--- src/spindle_vcm_regs_defines.vh ---
// register indices, field positions, reset values and timing counts
`ifndef SPINDLE_VCM_REGS_DEFINES_VH
`define SPINDLE_VCM_REGS_DEFINES_VH

// register indices on the host port
`define ADDR_W 4
`define IDX_SYSTEM_STATUS 4'h0
`define IDX_COIL_CURRENT_COMMAND 4'h1
`define IDX_SPINDLE_CONTROL 4'h2

// register width and reset value
`define REG_W 12
`define REG_RESET 12'h000

// system_status bit positions
`define ST_THERMAL 0
`define ST_SUPPLY_GOOD 1
`define ST_LOOP_SOURCE 2
`define ST_LOOP_SINK 3
`define ST_BACK_EMF 4
`define ST_MASK 5
`define ST_DELAY 6
`define ST_SPEED_REACHED 7

// coil_current_command fields
`define COIL_MAG_MSB 9
`define COIL_DIR_BIT 10
`define COIL_RANGE_BIT 11
`define COIL_MAG_MAX 10'h3ff

// spindle_control fields
`define SPIN_LIMIT_MSB 7
`define LAG_LSB 8
`define LAG_MSB 11

// one lag step is 1.875 deg, i.e. 1/32 of a 60 deg commutation step
`define LAG_STEP_SHIFT 5

// commutation sequence
`define STEP_LAST 3'h5
`define MASK_CYCLES_DEFAULT 64
`define PERIOD_W 16

`endif

--- src/spindle_vcm_regs.v ---
// status, coil current and spindle control registers with commutation logic
`timescale 1ns/100ps
`include "spindle_vcm_regs_defines.vh"

module spindle_vcm_regs #(
  parameter MASK_CYCLES = `MASK_CYCLES_DEFAULT
) (
  // clock and reset
  input wire clk_i,
  input wire rst_n_i,
  // host register port, behind the serial framing
  input wire wr_en_i,
  input wire rd_en_i,
  input wire [`ADDR_W-1:0] addr_i,
  input wire [`REG_W-1:0] wr_data_i,
  output reg [`REG_W-1:0] rd_data_o,
  output reg rd_valid_o,
  // analog monitors
  input wire thermal_i,
  input wire supply_good_i,
  input wire loop_source_i,
  input wire loop_sink_i,
  input wire back_emf_comparator_i,
  // reset seen by the control logic
  output wire por_active_o,
  // voice coil converter
  output reg [9:0] coil_magnitude_o,
  output reg coil_direction_o,
  output reg coil_range_select_o,
  // spindle converter and charge pump preset
  output wire [7:0] spin_current_limit_o,
  output wire [3:0] commutation_lag_o,
  // spindle half bridges, bit 0 phase a
  output reg [2:0] high_drive_o,
  output reg [2:0] low_drive_o,
  output wire commutate_o
);

  ////////////////////////////////////////////////////////////////////////////
  // power-on reset hold

  wire por_hold;
  reg [`REG_W-1:0] coil_current_command;
  reg [`REG_W-1:0] spindle_control;
  reg speed_reached_flag;
  reg loop_sink_q;
  reg thermal_q;
  reg supply_good_flag;
  reg loop_source_flag;
  reg loop_sink_flag;
  reg back_emf_comparator_state;
  wire mask_active;
  wire delay_active;
  wire [`REG_W-1:0] system_status;

  assign por_hold = ~supply_good_i;
  assign por_active_o = por_hold;

  ////////////////////////////////////////////////////////////////////////////
  // host writes

  always @(posedge clk_i or negedge rst_n_i) begin
    if (!rst_n_i) begin
      coil_current_command <= `REG_RESET;
      spindle_control <= `REG_RESET;
    end else if (por_hold) begin
      coil_current_command <= `REG_RESET;
      spindle_control <= `REG_RESET;
    end else if (wr_en_i) begin
      case (addr_i)
        `IDX_COIL_CURRENT_COMMAND: begin
          coil_current_command <= wr_data_i;
        end
        `IDX_SPINDLE_CONTROL: begin
          spindle_control <= wr_data_i;
        end
        default: begin
          coil_current_command <= coil_current_command;
        end
      endcase
    end
  end

  ////////////////////////////////////////////////////////////////////////////
  // status capture

  always @(posedge clk_i or negedge rst_n_i) begin
    if (!rst_n_i) begin
      thermal_q <= 1'b0;
      supply_good_flag <= 1'b0;
      loop_source_flag <= 1'b0;
      loop_sink_flag <= 1'b0;
      back_emf_comparator_state <= 1'b0;
      loop_sink_q <= 1'b0;
    end else begin
      thermal_q <= thermal_i;
      supply_good_flag <= supply_good_i;
      loop_source_flag <= loop_source_i;
      loop_sink_flag <= loop_sink_i;
      back_emf_comparator_state <= back_emf_comparator_i;
      loop_sink_q <= loop_sink_flag;
    end
  end

  // down pulse is the rising edge of the sink flag
  always @(posedge clk_i or negedge rst_n_i) begin
    if (!rst_n_i) begin
      speed_reached_flag <= 1'b0;
    end else if (por_hold) begin
      speed_reached_flag <= 1'b0;
    end else if (loop_sink_flag && !loop_sink_q) begin
      speed_reached_flag <= 1'b1;
    end
  end

  assign system_status = {4'h0, speed_reached_flag, delay_active,
                          mask_active, back_emf_comparator_state,
                          loop_sink_flag, loop_source_flag,
                          supply_good_flag, thermal_q};

  ////////////////////////////////////////////////////////////////////////////
  // host reads

  // reads run off rst_n_i only, so status stays readable in undervoltage
  always @(posedge clk_i or negedge rst_n_i) begin
    if (!rst_n_i) begin
      rd_data_o <= `REG_RESET;
      rd_valid_o <= 1'b0;
    end else begin
      rd_valid_o <= rd_en_i;
      if (rd_en_i) begin
        if (addr_i == `IDX_SYSTEM_STATUS) begin
          rd_data_o <= system_status;
        end else begin
          rd_data_o <= `REG_RESET;
        end
      end
    end
  end

  ////////////////////////////////////////////////////////////////////////////
  // coil current decode

  wire [9:0] coil_low;
  wire [10:0] coil_negated;

  assign coil_low = coil_current_command[`COIL_MAG_MSB:0];
  assign coil_negated = {1'b0, ~coil_low} + 11'h001;

  always @(posedge clk_i or negedge rst_n_i) begin
    if (!rst_n_i) begin
      coil_magnitude_o <= 10'h000;
      coil_direction_o <= 1'b0;
      coil_range_select_o <= 1'b0;
    end else begin
      coil_direction_o <= coil_current_command[`COIL_DIR_BIT];
      coil_range_select_o <= coil_current_command[`COIL_RANGE_BIT];
      if (coil_current_command[`COIL_DIR_BIT]) begin
        if (coil_negated[10]) begin
          coil_magnitude_o <= `COIL_MAG_MAX;
        end else begin
          coil_magnitude_o <= coil_negated[9:0];
        end
      end else begin
        coil_magnitude_o <= coil_low;
      end
    end
  end

  ////////////////////////////////////////////////////////////////////////////
  // spindle control fields

  assign spin_current_limit_o = spindle_control[`SPIN_LIMIT_MSB:0];
  assign commutation_lag_o = spindle_control[`LAG_MSB:`LAG_LSB];

  ////////////////////////////////////////////////////////////////////////////
  // zero crossing, lag delay and commutation

  reg bemf_prev;
  reg [`PERIOD_W-1:0] period_cnt;
  reg [`PERIOD_W-1:0] period_q;
  reg [`PERIOD_W-1:0] delay_cnt;
  reg [`PERIOD_W-1:0] mask_cnt;
  reg [2:0] step;
  wire zero_cross;
  wire delay_done;
  wire [`PERIOD_W+3:0] lag_product;
  wire [`PERIOD_W-1:0] delay_load;
  wire spin_off;

  assign spin_off = por_hold | thermal_q;
  assign mask_active = (mask_cnt != {`PERIOD_W{1'b0}});
  assign delay_active = (delay_cnt != {`PERIOD_W{1'b0}});

  assign zero_cross = (back_emf_comparator_state != bemf_prev) &&
                      !mask_active && !delay_active && !spin_off;

  assign lag_product = period_q * commutation_lag_o;
  assign delay_load =
    (lag_product[`PERIOD_W+3:`LAG_STEP_SHIFT] == {(`PERIOD_W-1){1'b0}}) ?
    {{(`PERIOD_W-1){1'b0}}, 1'b1} :
    {1'b0, lag_product[`PERIOD_W+3:`LAG_STEP_SHIFT]};

  assign delay_done = (delay_cnt == {{(`PERIOD_W-1){1'b0}}, 1'b1});
  assign commutate_o = delay_done;

  // step period measured between accepted crossings, saturating
  always @(posedge clk_i or negedge rst_n_i) begin
    if (!rst_n_i) begin
      bemf_prev <= 1'b0;
      period_cnt <= {`PERIOD_W{1'b0}};
      period_q <= {`PERIOD_W{1'b0}};
    end else if (spin_off) begin
      bemf_prev <= back_emf_comparator_state;
      period_cnt <= {`PERIOD_W{1'b0}};
      period_q <= {`PERIOD_W{1'b0}};
    end else begin
      bemf_prev <= back_emf_comparator_state;
      if (zero_cross) begin
        period_q <= period_cnt;
        period_cnt <= {`PERIOD_W{1'b0}};
      end else if (period_cnt != {`PERIOD_W{1'b1}}) begin
        period_cnt <= period_cnt + {{(`PERIOD_W-1){1'b0}}, 1'b1};
      end
    end
  end

  always @(posedge clk_i or negedge rst_n_i) begin
    if (!rst_n_i) begin
      delay_cnt <= {`PERIOD_W{1'b0}};
      mask_cnt <= {`PERIOD_W{1'b0}};
      step <= 3'h0;
    end else if (spin_off) begin
      delay_cnt <= {`PERIOD_W{1'b0}};
      mask_cnt <= {`PERIOD_W{1'b0}};
      step <= 3'h0;
    end else begin
      if (zero_cross) begin
        delay_cnt <= delay_load;
      end else if (delay_active) begin
        delay_cnt <= delay_cnt - {{(`PERIOD_W-1){1'b0}}, 1'b1};
      end
      // masking blanks switching noise right after each commutation
      if (delay_done) begin
        mask_cnt <= MASK_CYCLES[`PERIOD_W-1:0];
      end else if (mask_active) begin
        mask_cnt <= mask_cnt - {{(`PERIOD_W-1){1'b0}}, 1'b1};
      end
      if (delay_done) begin
        step <= (step == `STEP_LAST) ? 3'h0 : step + 3'h1;
      end
    end
  end

  ////////////////////////////////////////////////////////////////////////////
  // half-bridge drive table

  reg [2:0] next_high;
  reg [2:0] next_low;

  always @* begin
    case (step)
      3'h0: begin
        next_high = 3'b001;
        next_low = 3'b010;
      end
      3'h1: begin
        next_high = 3'b001;
        next_low = 3'b100;
      end
      3'h2: begin
        next_high = 3'b010;
        next_low = 3'b100;
      end
      3'h3: begin
        next_high = 3'b010;
        next_low = 3'b001;
      end
      3'h4: begin
        next_high = 3'b100;
        next_low = 3'b001;
      end
      3'h5: begin
        next_high = 3'b100;
        next_low = 3'b010;
      end
      default: begin
        next_high = 3'b000;
        next_low = 3'b000;
      end
    endcase
  end

  always @(posedge clk_i or negedge rst_n_i) begin
    if (!rst_n_i) begin
      high_drive_o <= 3'b000;
      low_drive_o <= 3'b000;
    end else if (spin_off) begin
      high_drive_o <= 3'b000;
      low_drive_o <= 3'b000;
    end else begin
      high_drive_o <= next_high;
      low_drive_o <= next_low;
    end
  end

endmodule

--- config.mk ---
export PLATFORM = sky130hd
export DESIGN_NAME = spindle_vcm_regs
export DESIGN_NICKNAME = d
export VERILOG_FILES = /design/src/spindle_vcm_regs.v
export VERILOG_INCLUDE_DIRS = /design/src
export SDC_FILE = /design/constraint.sdc
export NUM_CORES = 1
export LEC_CHECK = 0
export BUFFER_PORTS_ARGS = -buffer_cell sky130_fd_sc_hd__buf_2
export CORE_MARGIN = 2
export CORE_UTILIZATION = 65
export CTS_CLUSTER_SIZE = 14
export DETAILED_ROUTE_END_ITERATION = 8
export MAX_ROUTING_LAYER = met4
export PLACE_DENSITY = 0.88
export SYNTH_ARGS = -nofsm -noshare
export SYNTH_HDL_FRONTEND = slang
export SYNTH_SLANG_ARGS = --single-unit
--- constraint.sdc ---
create_clock -name clk_i -period 6.53 [get_ports clk_i]
set_clock_uncertainty 0.2 [all_clocks]
set_input_delay 0.3265 -clock clk_i [delete_from_list [all_inputs] [get_ports clk_i]]
set_output_delay 0.3265 -clock clk_i [all_outputs]
set_load 0.05 [all_outputs]
==> qor.yml, run 1 <==
setup_violations: 0
postSynthAreaPerCell_um2: 9.512
seqCellArea_um2: 3153
synth_ff_type: "dfrtp_1"
area_growth_pct: 15.48
rsz0062_at_grt: "false"
p_sw_share_pct: 37.66
die_area_um2: 12390
total_power_mw: 3.033
worstHoldPathType: "input port to flop"
worst_pin_slew_ns: 1.193
hold_viol: 0
coreArea_um2: 11320
placed_area_um2: 7889
place_hpwl_um: 11590
vias_per_cell: 6.119
slew_headroom_pct: 20.46
dr.pass1.iters: 5
ff2ff_setup_slack_ns: 1.89
final_util_pct: 76.36
intPower_mw: 1.891
crit_path_end: "delay_cnt[0]"
critPathKind: "flop to flop"
vdd_drop_max_uv: 396.2
insertion_delay_ns: 0.42
antenna_left: 0
drt-total-wl_um: 19140
wl_per_cell_um: 18.80
yosys.area.top_type_share_pct: 42.12
portBuffers: 65
path_cells: "and2_1 > fa_1 > fa_1 > ha_1 > a21oi_1 > o21ai_0 > a41oi_1 > o21ai_0 > o21ai_0 > a21boi_0 > a2bb2oi_1 > o41ai_2"
crit_path_end_kind: "flop"
synthArstFlopShare_pct: 100.0
clk_pin_slew_worst_paths_ns: 0.06
stdcell_area_um2: 8645
cp_common_cell: "o21ai_0"
power_frac_comb_pct: 35.6
r2r_cells: 12
io_pins: 70
cts_made_buffers: 17
fillers: 703
die_x_um: 111.3
cts_buffer_depth: 2
synth_cell_types: 60
numClockSinks: 126
drive_above_1_share_pct: 12.69
start_kind: "flop"
instances_no_fill: 1018
placedCellCount: 972
grt.total_usage_pct: 33.03
slew_violations: 0
cts_setup_buffers: 0
gp_congestion: 0.8917
start_util_pct: 66.13
overflow: 0
crit_required_ns: 6.60
r2r_end: "delay_cnt[0]"
cts_resized: 0
syn-instance-count: 787
syn-cell-area_um2: 7486
antenna_found_initial: 0
worstPathMaxFanout: 18
power.switching_mw: 1.142
p_clk_share_pct: 32.5
finalWorstSetupSlack_ns: 1.891
cts_tree: "done"
crit_start: "spindle_control[11]"
grt_pass1_vias: 6335
min_period_ns: 4.639
drv_cap: 0
synth_seq_cells: 126
drc: 0
finalSetupTns_ns: 0
hold_ws_ns: 0.006646
core.rowCount: 39
arrival_ns: 4.71
power.density_nw_per_um2: 350.8
yosysTopAreaCell: "dfrtp_1"
fmax_ghz: 0.2155
yosys-top-cells-area: "dfrtp_1 42%, fa_1 7.2%, ha_1 4.7%"
nNetsFinal: 942
seqPwrFrac_pct: 31.9
diodes: 0
yosysSeqAreaShare_pct: 42.12
p_leak_nw: 4.369
grt_pass1_wl_um: 31710
critPathSlowestCell: "dfrtp_1"
dp_slack_ns: 1.984
drt-initial-drc-count: 495
cp_slowest_stage_delay_ns: 0.57
die_y_um: 111.3
synth_edf_count: 0
cts_hold_buf: 14
cts_root_buffer: "clkbuf_16"
vias: 6229
fin_crit_sh_pct: 71.05
r2r_start: "spindle_control[11]"
ys_warn_count: 0
status: "complete, no violations"
grt_max_degree: 78
multi_input_area_um2: 3989
htreeDepth: 4
-- layer usage --
metal | up-vias | global-route usage, % | share of wire, %
met5 | - | - | 0
met4 | 0 | 12.59 | 3.3
met3 | 63 | 6.178 | 6.3
met2 | 317 | 55.33 | 51
met1 | 3060 | 40.15 | 39
li1 | 2789 | - | -
-- synth_stat cells, types with 2 or more instances --
| cell type | instances |
|---|---|
| dfrtp_1 | 126 |
| nand2_1 | 90 |
| nor2_1 | 85 |
| inv_1 | 56 |
| and2_1 | 52 |
| a21oi_1 | 44 |
| xnor2_1 | 29 |
| ha_1 | 28 |
| fa_1 | 27 |
| mux2i_1 | 27 |
| xor2_1 | 25 |
| o21ai_0 | 22 |
| clkbuf_1 | 19 |
| nor3_1 | 19 |
| a211oi_1 | 15 |
| nand3_1 | 11 |
| nand4_1 | 10 |
| a22o_1 | 8 |
| nor4_1 | 8 |
| or3_1 | 7 |
| a31oi_1 | 6 |
| buf_4 | 5 |
| nor2b_1 | 5 |
| nand2b_1 | 4 |
| nand4b_1 | 4 |
| o21a_1 | 4 |
| nor3b_1 | 3 |
| or2_2 | 3 |
| or4_4 | 3 |
| and3_1 | 2 |
| buf_1 | 2 |
| buf_2 | 2 |
| clkinv_1 | 2 |
| nand3b_1 | 2 |
| nor4b_1 | 2 |
| o211ai_1 | 2 |
| o21bai_1 | 2 |
| o221ai_1 | 2 |
| o31ai_1 | 2 |
| or4_1 | 2 |
-- cells by family after synthesis --
| logic type | Yosys count | share of synthesized area [%] |
|---|---|---|
| other | 1 | 0.05009 |
| AND/OR/NAND/NOR | 319 | 21.28 |
| XOR/XNOR | 54 | 6.318 |
| adder cells (fa/ha/maj) | 55 | 11.90 |
| flip-flops | 126 | 42.12 |
| multiplexers | 27 | 3.610 |
| AO/OA/AOI/OAI | 118 | 9.979 |
| buffers and inverters | 87 | 4.747 |
-- power by group through the flow --
stage,combinational [mW],clock (mW),sequential (mW)
after floorplan,0.785,0,0.969
after global placement,0.935,0,0.963
after detailed placement,0.983,0,0.971
after CTS,1.03,0.985,0.963
after global routing,1.16,1.03,0.978
final,1.08,0.987,0.967
-- worst min path at each step --
stage                     slack (ns)                         to  depth (start not counted)                     start
after global placement          0.16        coil_range_select_o                          0  coil_current_command[11]
after global routing            0.02        spindle_control[10]                          3             wr_data_i[10]
after CTS                       0.01         spindle_control[9]                          3              wr_data_i[9]
after detailed placement        0.17        coil_range_select_o                          0  coil_current_command[11]
final                          0.007        spindle_control[11]                          3             wr_data_i[11]
after floorplan                -0.17  back_emf_comparator_state                          0                   rst_n_i
-- registers in the layout (all words and copies together) (netlist names), 3 cells and up --
register / cells
period_cnt: 16
rd_data_o: 8
high_drive_o: 3
coil_current_command: 12
period_q: 16
low_drive_o: 3
delay_cnt: 16
coil_magnitude_o: 10
step: 3
spindle_control: 12
mask_cnt: 16
-- worst max-delay path, delay by kind of cell (launching register included) --
family	cells	cell delay, ns
compound gates	8	2.11
fa+ha+maj	3	1.35
flops	1	0.57
simple gates	1	0.26
-- cell type report --
cell class / count / share of cell area (%)
inverters: 58 / 2.518
clock inverters: 12 / 1.838
flip-flops and latches: 126 / 36.47
repair buffers: 82 / 5.674
multi-input cells: 577 / 46.14
well taps: 143 / 2.070
clock buffers: 20 / 5.283
-- cells in the final DEF, fill, tap and decap left out, types with 3 or more instances in the layout --
master / netlist / routed
a22o_1: 8 / 8
inv_1: 56 / 56
nand2b_1: 4 / 4
or4_4: 3 / 3
nand4_1: 10 / 10
o21ai_0: 22 / 22
nor3_1: 19 / 19
or3_1: 7 / 7
buf_4: 5 / 4
bufinv_16: 0 / 3
dfrtp_1: 126 / 126
dlygate4sd3_1: 0 / 14
ha_1: 28 / 28
or2_2: 3 / 3
nor3b_1: 3 / 3
fa_1: 27 / 27
nand4b_1: 4 / 4
mux2i_1: 27 / 27
conb_1: 1 / 4
clkbuf_16: 0 / 17
nor4_1: 8 / 8
buf_2: 2 / 64
a21oi_1: 44 / 44
clkinv_4: 0 / 3
and2_1: 52 / 52
o21a_1: 4 / 4
nand3_1: 11 / 11
xnor2_1: 29 / 29
nor2_1: 85 / 85
a211oi_1: 15 / 15
nor2b_1: 5 / 5
nand2_1: 90 / 90
xor2_1: 25 / 25
a31oi_1: 6 / 6
Note: power is estimated with default switching activity, not from simulation.
==> run 2: changes to the inputs <==
- ABC_AREA: unset -> 1
- CORE_UTILIZATION: 65 -> 55
- PLACE_DENSITY: 0.88 -> 0.79
- clock period: 6.53 -> 4.1 ns (I/O delays scaled with it)
==> run 2 against run 1 <==
Compared with the run above:
- final cell count increased by 31%
- flip-flop and latch count is the same
- clock power increased by 69%
- first-iteration DRC count down 10%
- synthesized area increased by 8.3%
- via count rose by 13%
- global-route usage is 6.7 points lower
- fmax up 23%
- power up 52%
- core utilization shrank 11 points
- highest routed layer unchanged
- wire length increased by 0.54%
- clock-buffer cell count is the same
==> qor.yml, run 2 <==
vias: 7064  # +13%
drv_cap: 0  # unchanged
cp_common_cell: "nand2_1"
stdcell_area_um2: 9492  # +9.8%
synth_most_common_cell: "nand2_1"
synthArstFlopShare_pct: 100.0  # unchanged
synth-simple-area-share_pct: 26.59  # +5.3 points
syn-cell-area_um2: 8109  # +8.3%
antenna_left: 0  # unchanged
worstHoldPathType: "input port to asynchronous set/reset pin"
critPathKind: "flop to flop"
crit_required_ns: 4.26  # -2.34 ns
crit_path_end_kind: "flop"
synthAdderAreaFrac_pct: 10.99  # -0.91 points
worstPathMaxFanout: 13  # -5
setup_violations: 0  # unchanged
grt_pass1_vias: 7090  # +12%
nNetsFinal: 1214  # +29%
yosys-top-cells-area: "dfrtp_1 39%, nand2_1 12%, inv_1 9.4%"
synth_top_family_by_area: "simple AND/OR/NAND/NOR gates"
synth_compound_area_share_pct: 9.582  # -0.40 points
grt.total_usage_pct: 26.36  # -6.7 points
placed_area_um2: 8561  # +8.5%
place_hpwl_um: 13360  # +15%
vdd_drop_max_uv: 323.5  # -18%
slew_headroom_pct: 32.94  # +12 points
synth_cell_types: 47  # -22%
yosys.area.top_type_share_pct: 38.88  # -3.2 points
overflow: 0  # unchanged
die_y_um: 125.4  # +13%
critPathTopFamily: "adder cells"
yosysSeqAreaShare_pct: 38.88  # -3.2 points
ys_warn_count: 0  # unchanged
diodes: 0  # unchanged
cts_made_buffers: 17  # unchanged
path_cells: "buf_4 > nand2_1 > inv_1 > fa_1 > inv_1 > fa_1 > inv_1 > ha_1 > nand2_1 > nor4_1 > nand2_1 > nand2_1 > nand2_1 > nand2_1 > nand4_1 > o21bai_1 > nand2_1 > nand2_1"
p_leak_nw: 5.332  # +22%
synth_ff_type: "dfrtp_1"
fmax_ghz: 0.2643  # +23%
rsz0062_at_grt: "false"
yosysTopAreaCell: "dfrtp_1"
start_kind: "flop"
drc: 0  # unchanged
vias_per_cell: 5.307  # -13%
synthMuxAreaShare_pct: 0  # -3.6 points
drt-total-wl_um: 19240  # +0.54%
r2r_end: "delay_cnt[0]"
postSynthAreaPerCell_um2: 7.760  # -18%
hold_viol: 0  # unchanged
drive_above_1_share_pct: 13.69  # +1.0 points
clk_pin_slew_worst_paths_ns: 0.05  # about the same
cts_root_buffer: "clkbuf_16"
portBuffers: 65  # unchanged
synth_edf_count: 0  # unchanged
start_util_pct: 56.01  # -10 points
slew_violations: 0  # unchanged
final_common_cell: "nand2_1"
fin_crit_sh_pct: 92.29  # +21 points
layout_common_cells: "255 x nand2_1, 203 x inv_1, 123 x dfrtp_1, 71 x nor2_1, 64 x buf_2"
insertion_delay_ns: 0.42  # about the same
antenna_found_initial: 0  # unchanged
arrival_ns: 3.94  # -0.77 ns
htreeDepth: 4  # unchanged
r2r_cells: 18  # +6
gp_congestion: 0.8958  # +0.46%
io_pins: 70  # unchanged
synth_seq_cells: 126  # unchanged
cts_tree: "done"
grt_pass1_wl_um: 32770  # +3.4%
status: "complete, no violations"
r2r_start: "spindle_control[11]"
area_growth_pct: 17.05
grt_max_degree: 79  # +1.3%
cp_slowest_stage_delay_ns: 0.54  # -0.03 ns
min_period_ns: 3.784  # -0.8558 ns
worst_pin_slew_ns: 1.003  # -0.1902 ns
cp.buffers_inverters: 4  # +4
dr.pass1.iters: 5  # unchanged
numClockSinks: 126  # unchanged
die_x_um: 125.4  # +13%
cts_buffer_depth: 2  # unchanged
syn-instance-count: 1045  # +33%
critPathSlowestCell: "fa_1"
synth_xor_area_share_pct: 2.268  # -4.0 points
die_area_um2: 15730  # +27%
synth_common_cells: "255 x nand2_1, 203 x inv_1, 126 x dfrtp_1"
finalSetupTns_ns: 0  # unchanged
drt-initial-drc-count: 444  # -10%
power.density_nw_per_um2: 484.7  # +38%
core.rowCount: 44  # +13%
coreArea_um2: 14480  # +28%
wl_per_cell_um: 14.46  # -23%
ff2ff_setup_slack_ns: 0.32  # -1.57 ns
==> run 2: how the worst max path moves through the flow <==
stage,from,to,slack [ns],depth (start not counted)
2_1_floorplan,spindle_control[11],delay_cnt[0],0.17,24
5_1_grt,spindle_control[9],delay_cnt[0],0.005,22
4_1_cts,spindle_control[11],delay_cnt[0],0.21,21
3_3_place_gp,spindle_control[11],delay_cnt[0],0.28,21
3_5_place_dp,spindle_control[11],delay_cnt[0],0.25,21
6_report,spindle_control[11],delay_cnt[0],0.32,18
==> run 2: power by group <==
part	internal [mW]	switching (mW)
clock network	1.12	0.557
registers	1.39	0.143
logic	0.468	0.933
==> run 2: logic make-up after synthesis <==
kind of cell / after synthesis
fa+ha+maj: 55
compound gates: 136
simple gates: 466
other cells: 1
flops: 126
xor+xnor: 21
buf+inv: 240
==> run 2: final cells by class <==
type | count | area (um2)
Clock buffer | 20 | 456.7
Tap cell | 184 | 230.2
Inverter | 213 | 807.0
Timing Repair Buffer | 94 | 610.6
Multi-Input combinational cell | 682 | 4023
Fill cell | 1160 | 4987
Sequential cell | 126 | 3157
Clock inverter | 12 | 207.7
==> run 2: worst register-to-register path, delay by kind of cell (launching register included) <==
| family | cells | cell delay, ns |
|---|---|---|
| adders and majority gates | 3 | 1.41 |
| and+or+nand+nor | 10 | 1.12 |
| DFF | 1 | 0.50 |
| buffers and inverters | 4 | 0.33 |
| AOI/OAI and AO/OA | 1 | 0.16 |
==> run 2: layer usage <==
metal  global-route usage [%]  wire length [um]  vias up  part of all wire, %
li1                         -                 -     3459                    -
met1                    31.18              8087     3369                   42
met2                    44.42              9727      191                   51
met3                    5.477               936       45                  4.9
met4                    9.935               490        0                  2.5
met5                        -                 0        -                    0
==> run 2: what timing repair did <==
action,CTS,global route
setup endpoints to repair,0,1
endpoints found under the hold margin,86,0
setup buffers,0,7
hold buffers,21,0
gates resized for setup,0,3
==> run 2: per-stage QoR <==
stage	total power [mW]	util (%)	worst slack (ns)	hold WS [ns]	instances
6_report	4.600	65.55	0.3163	0.1605	1331
5_1_grt	4.849	65.55	0.005023	0.1920	1331
4_1_cts	4.615	65.17	0.2115	0.1474	1324
3_5_place_dp	2.900	59.13	0.2474	0.06530	1271
3_3_place_gp	2.859	59.13	0.2810	0.06898	1271
2_1_floorplan	2.610	-	0.1733	-0.2906	1048
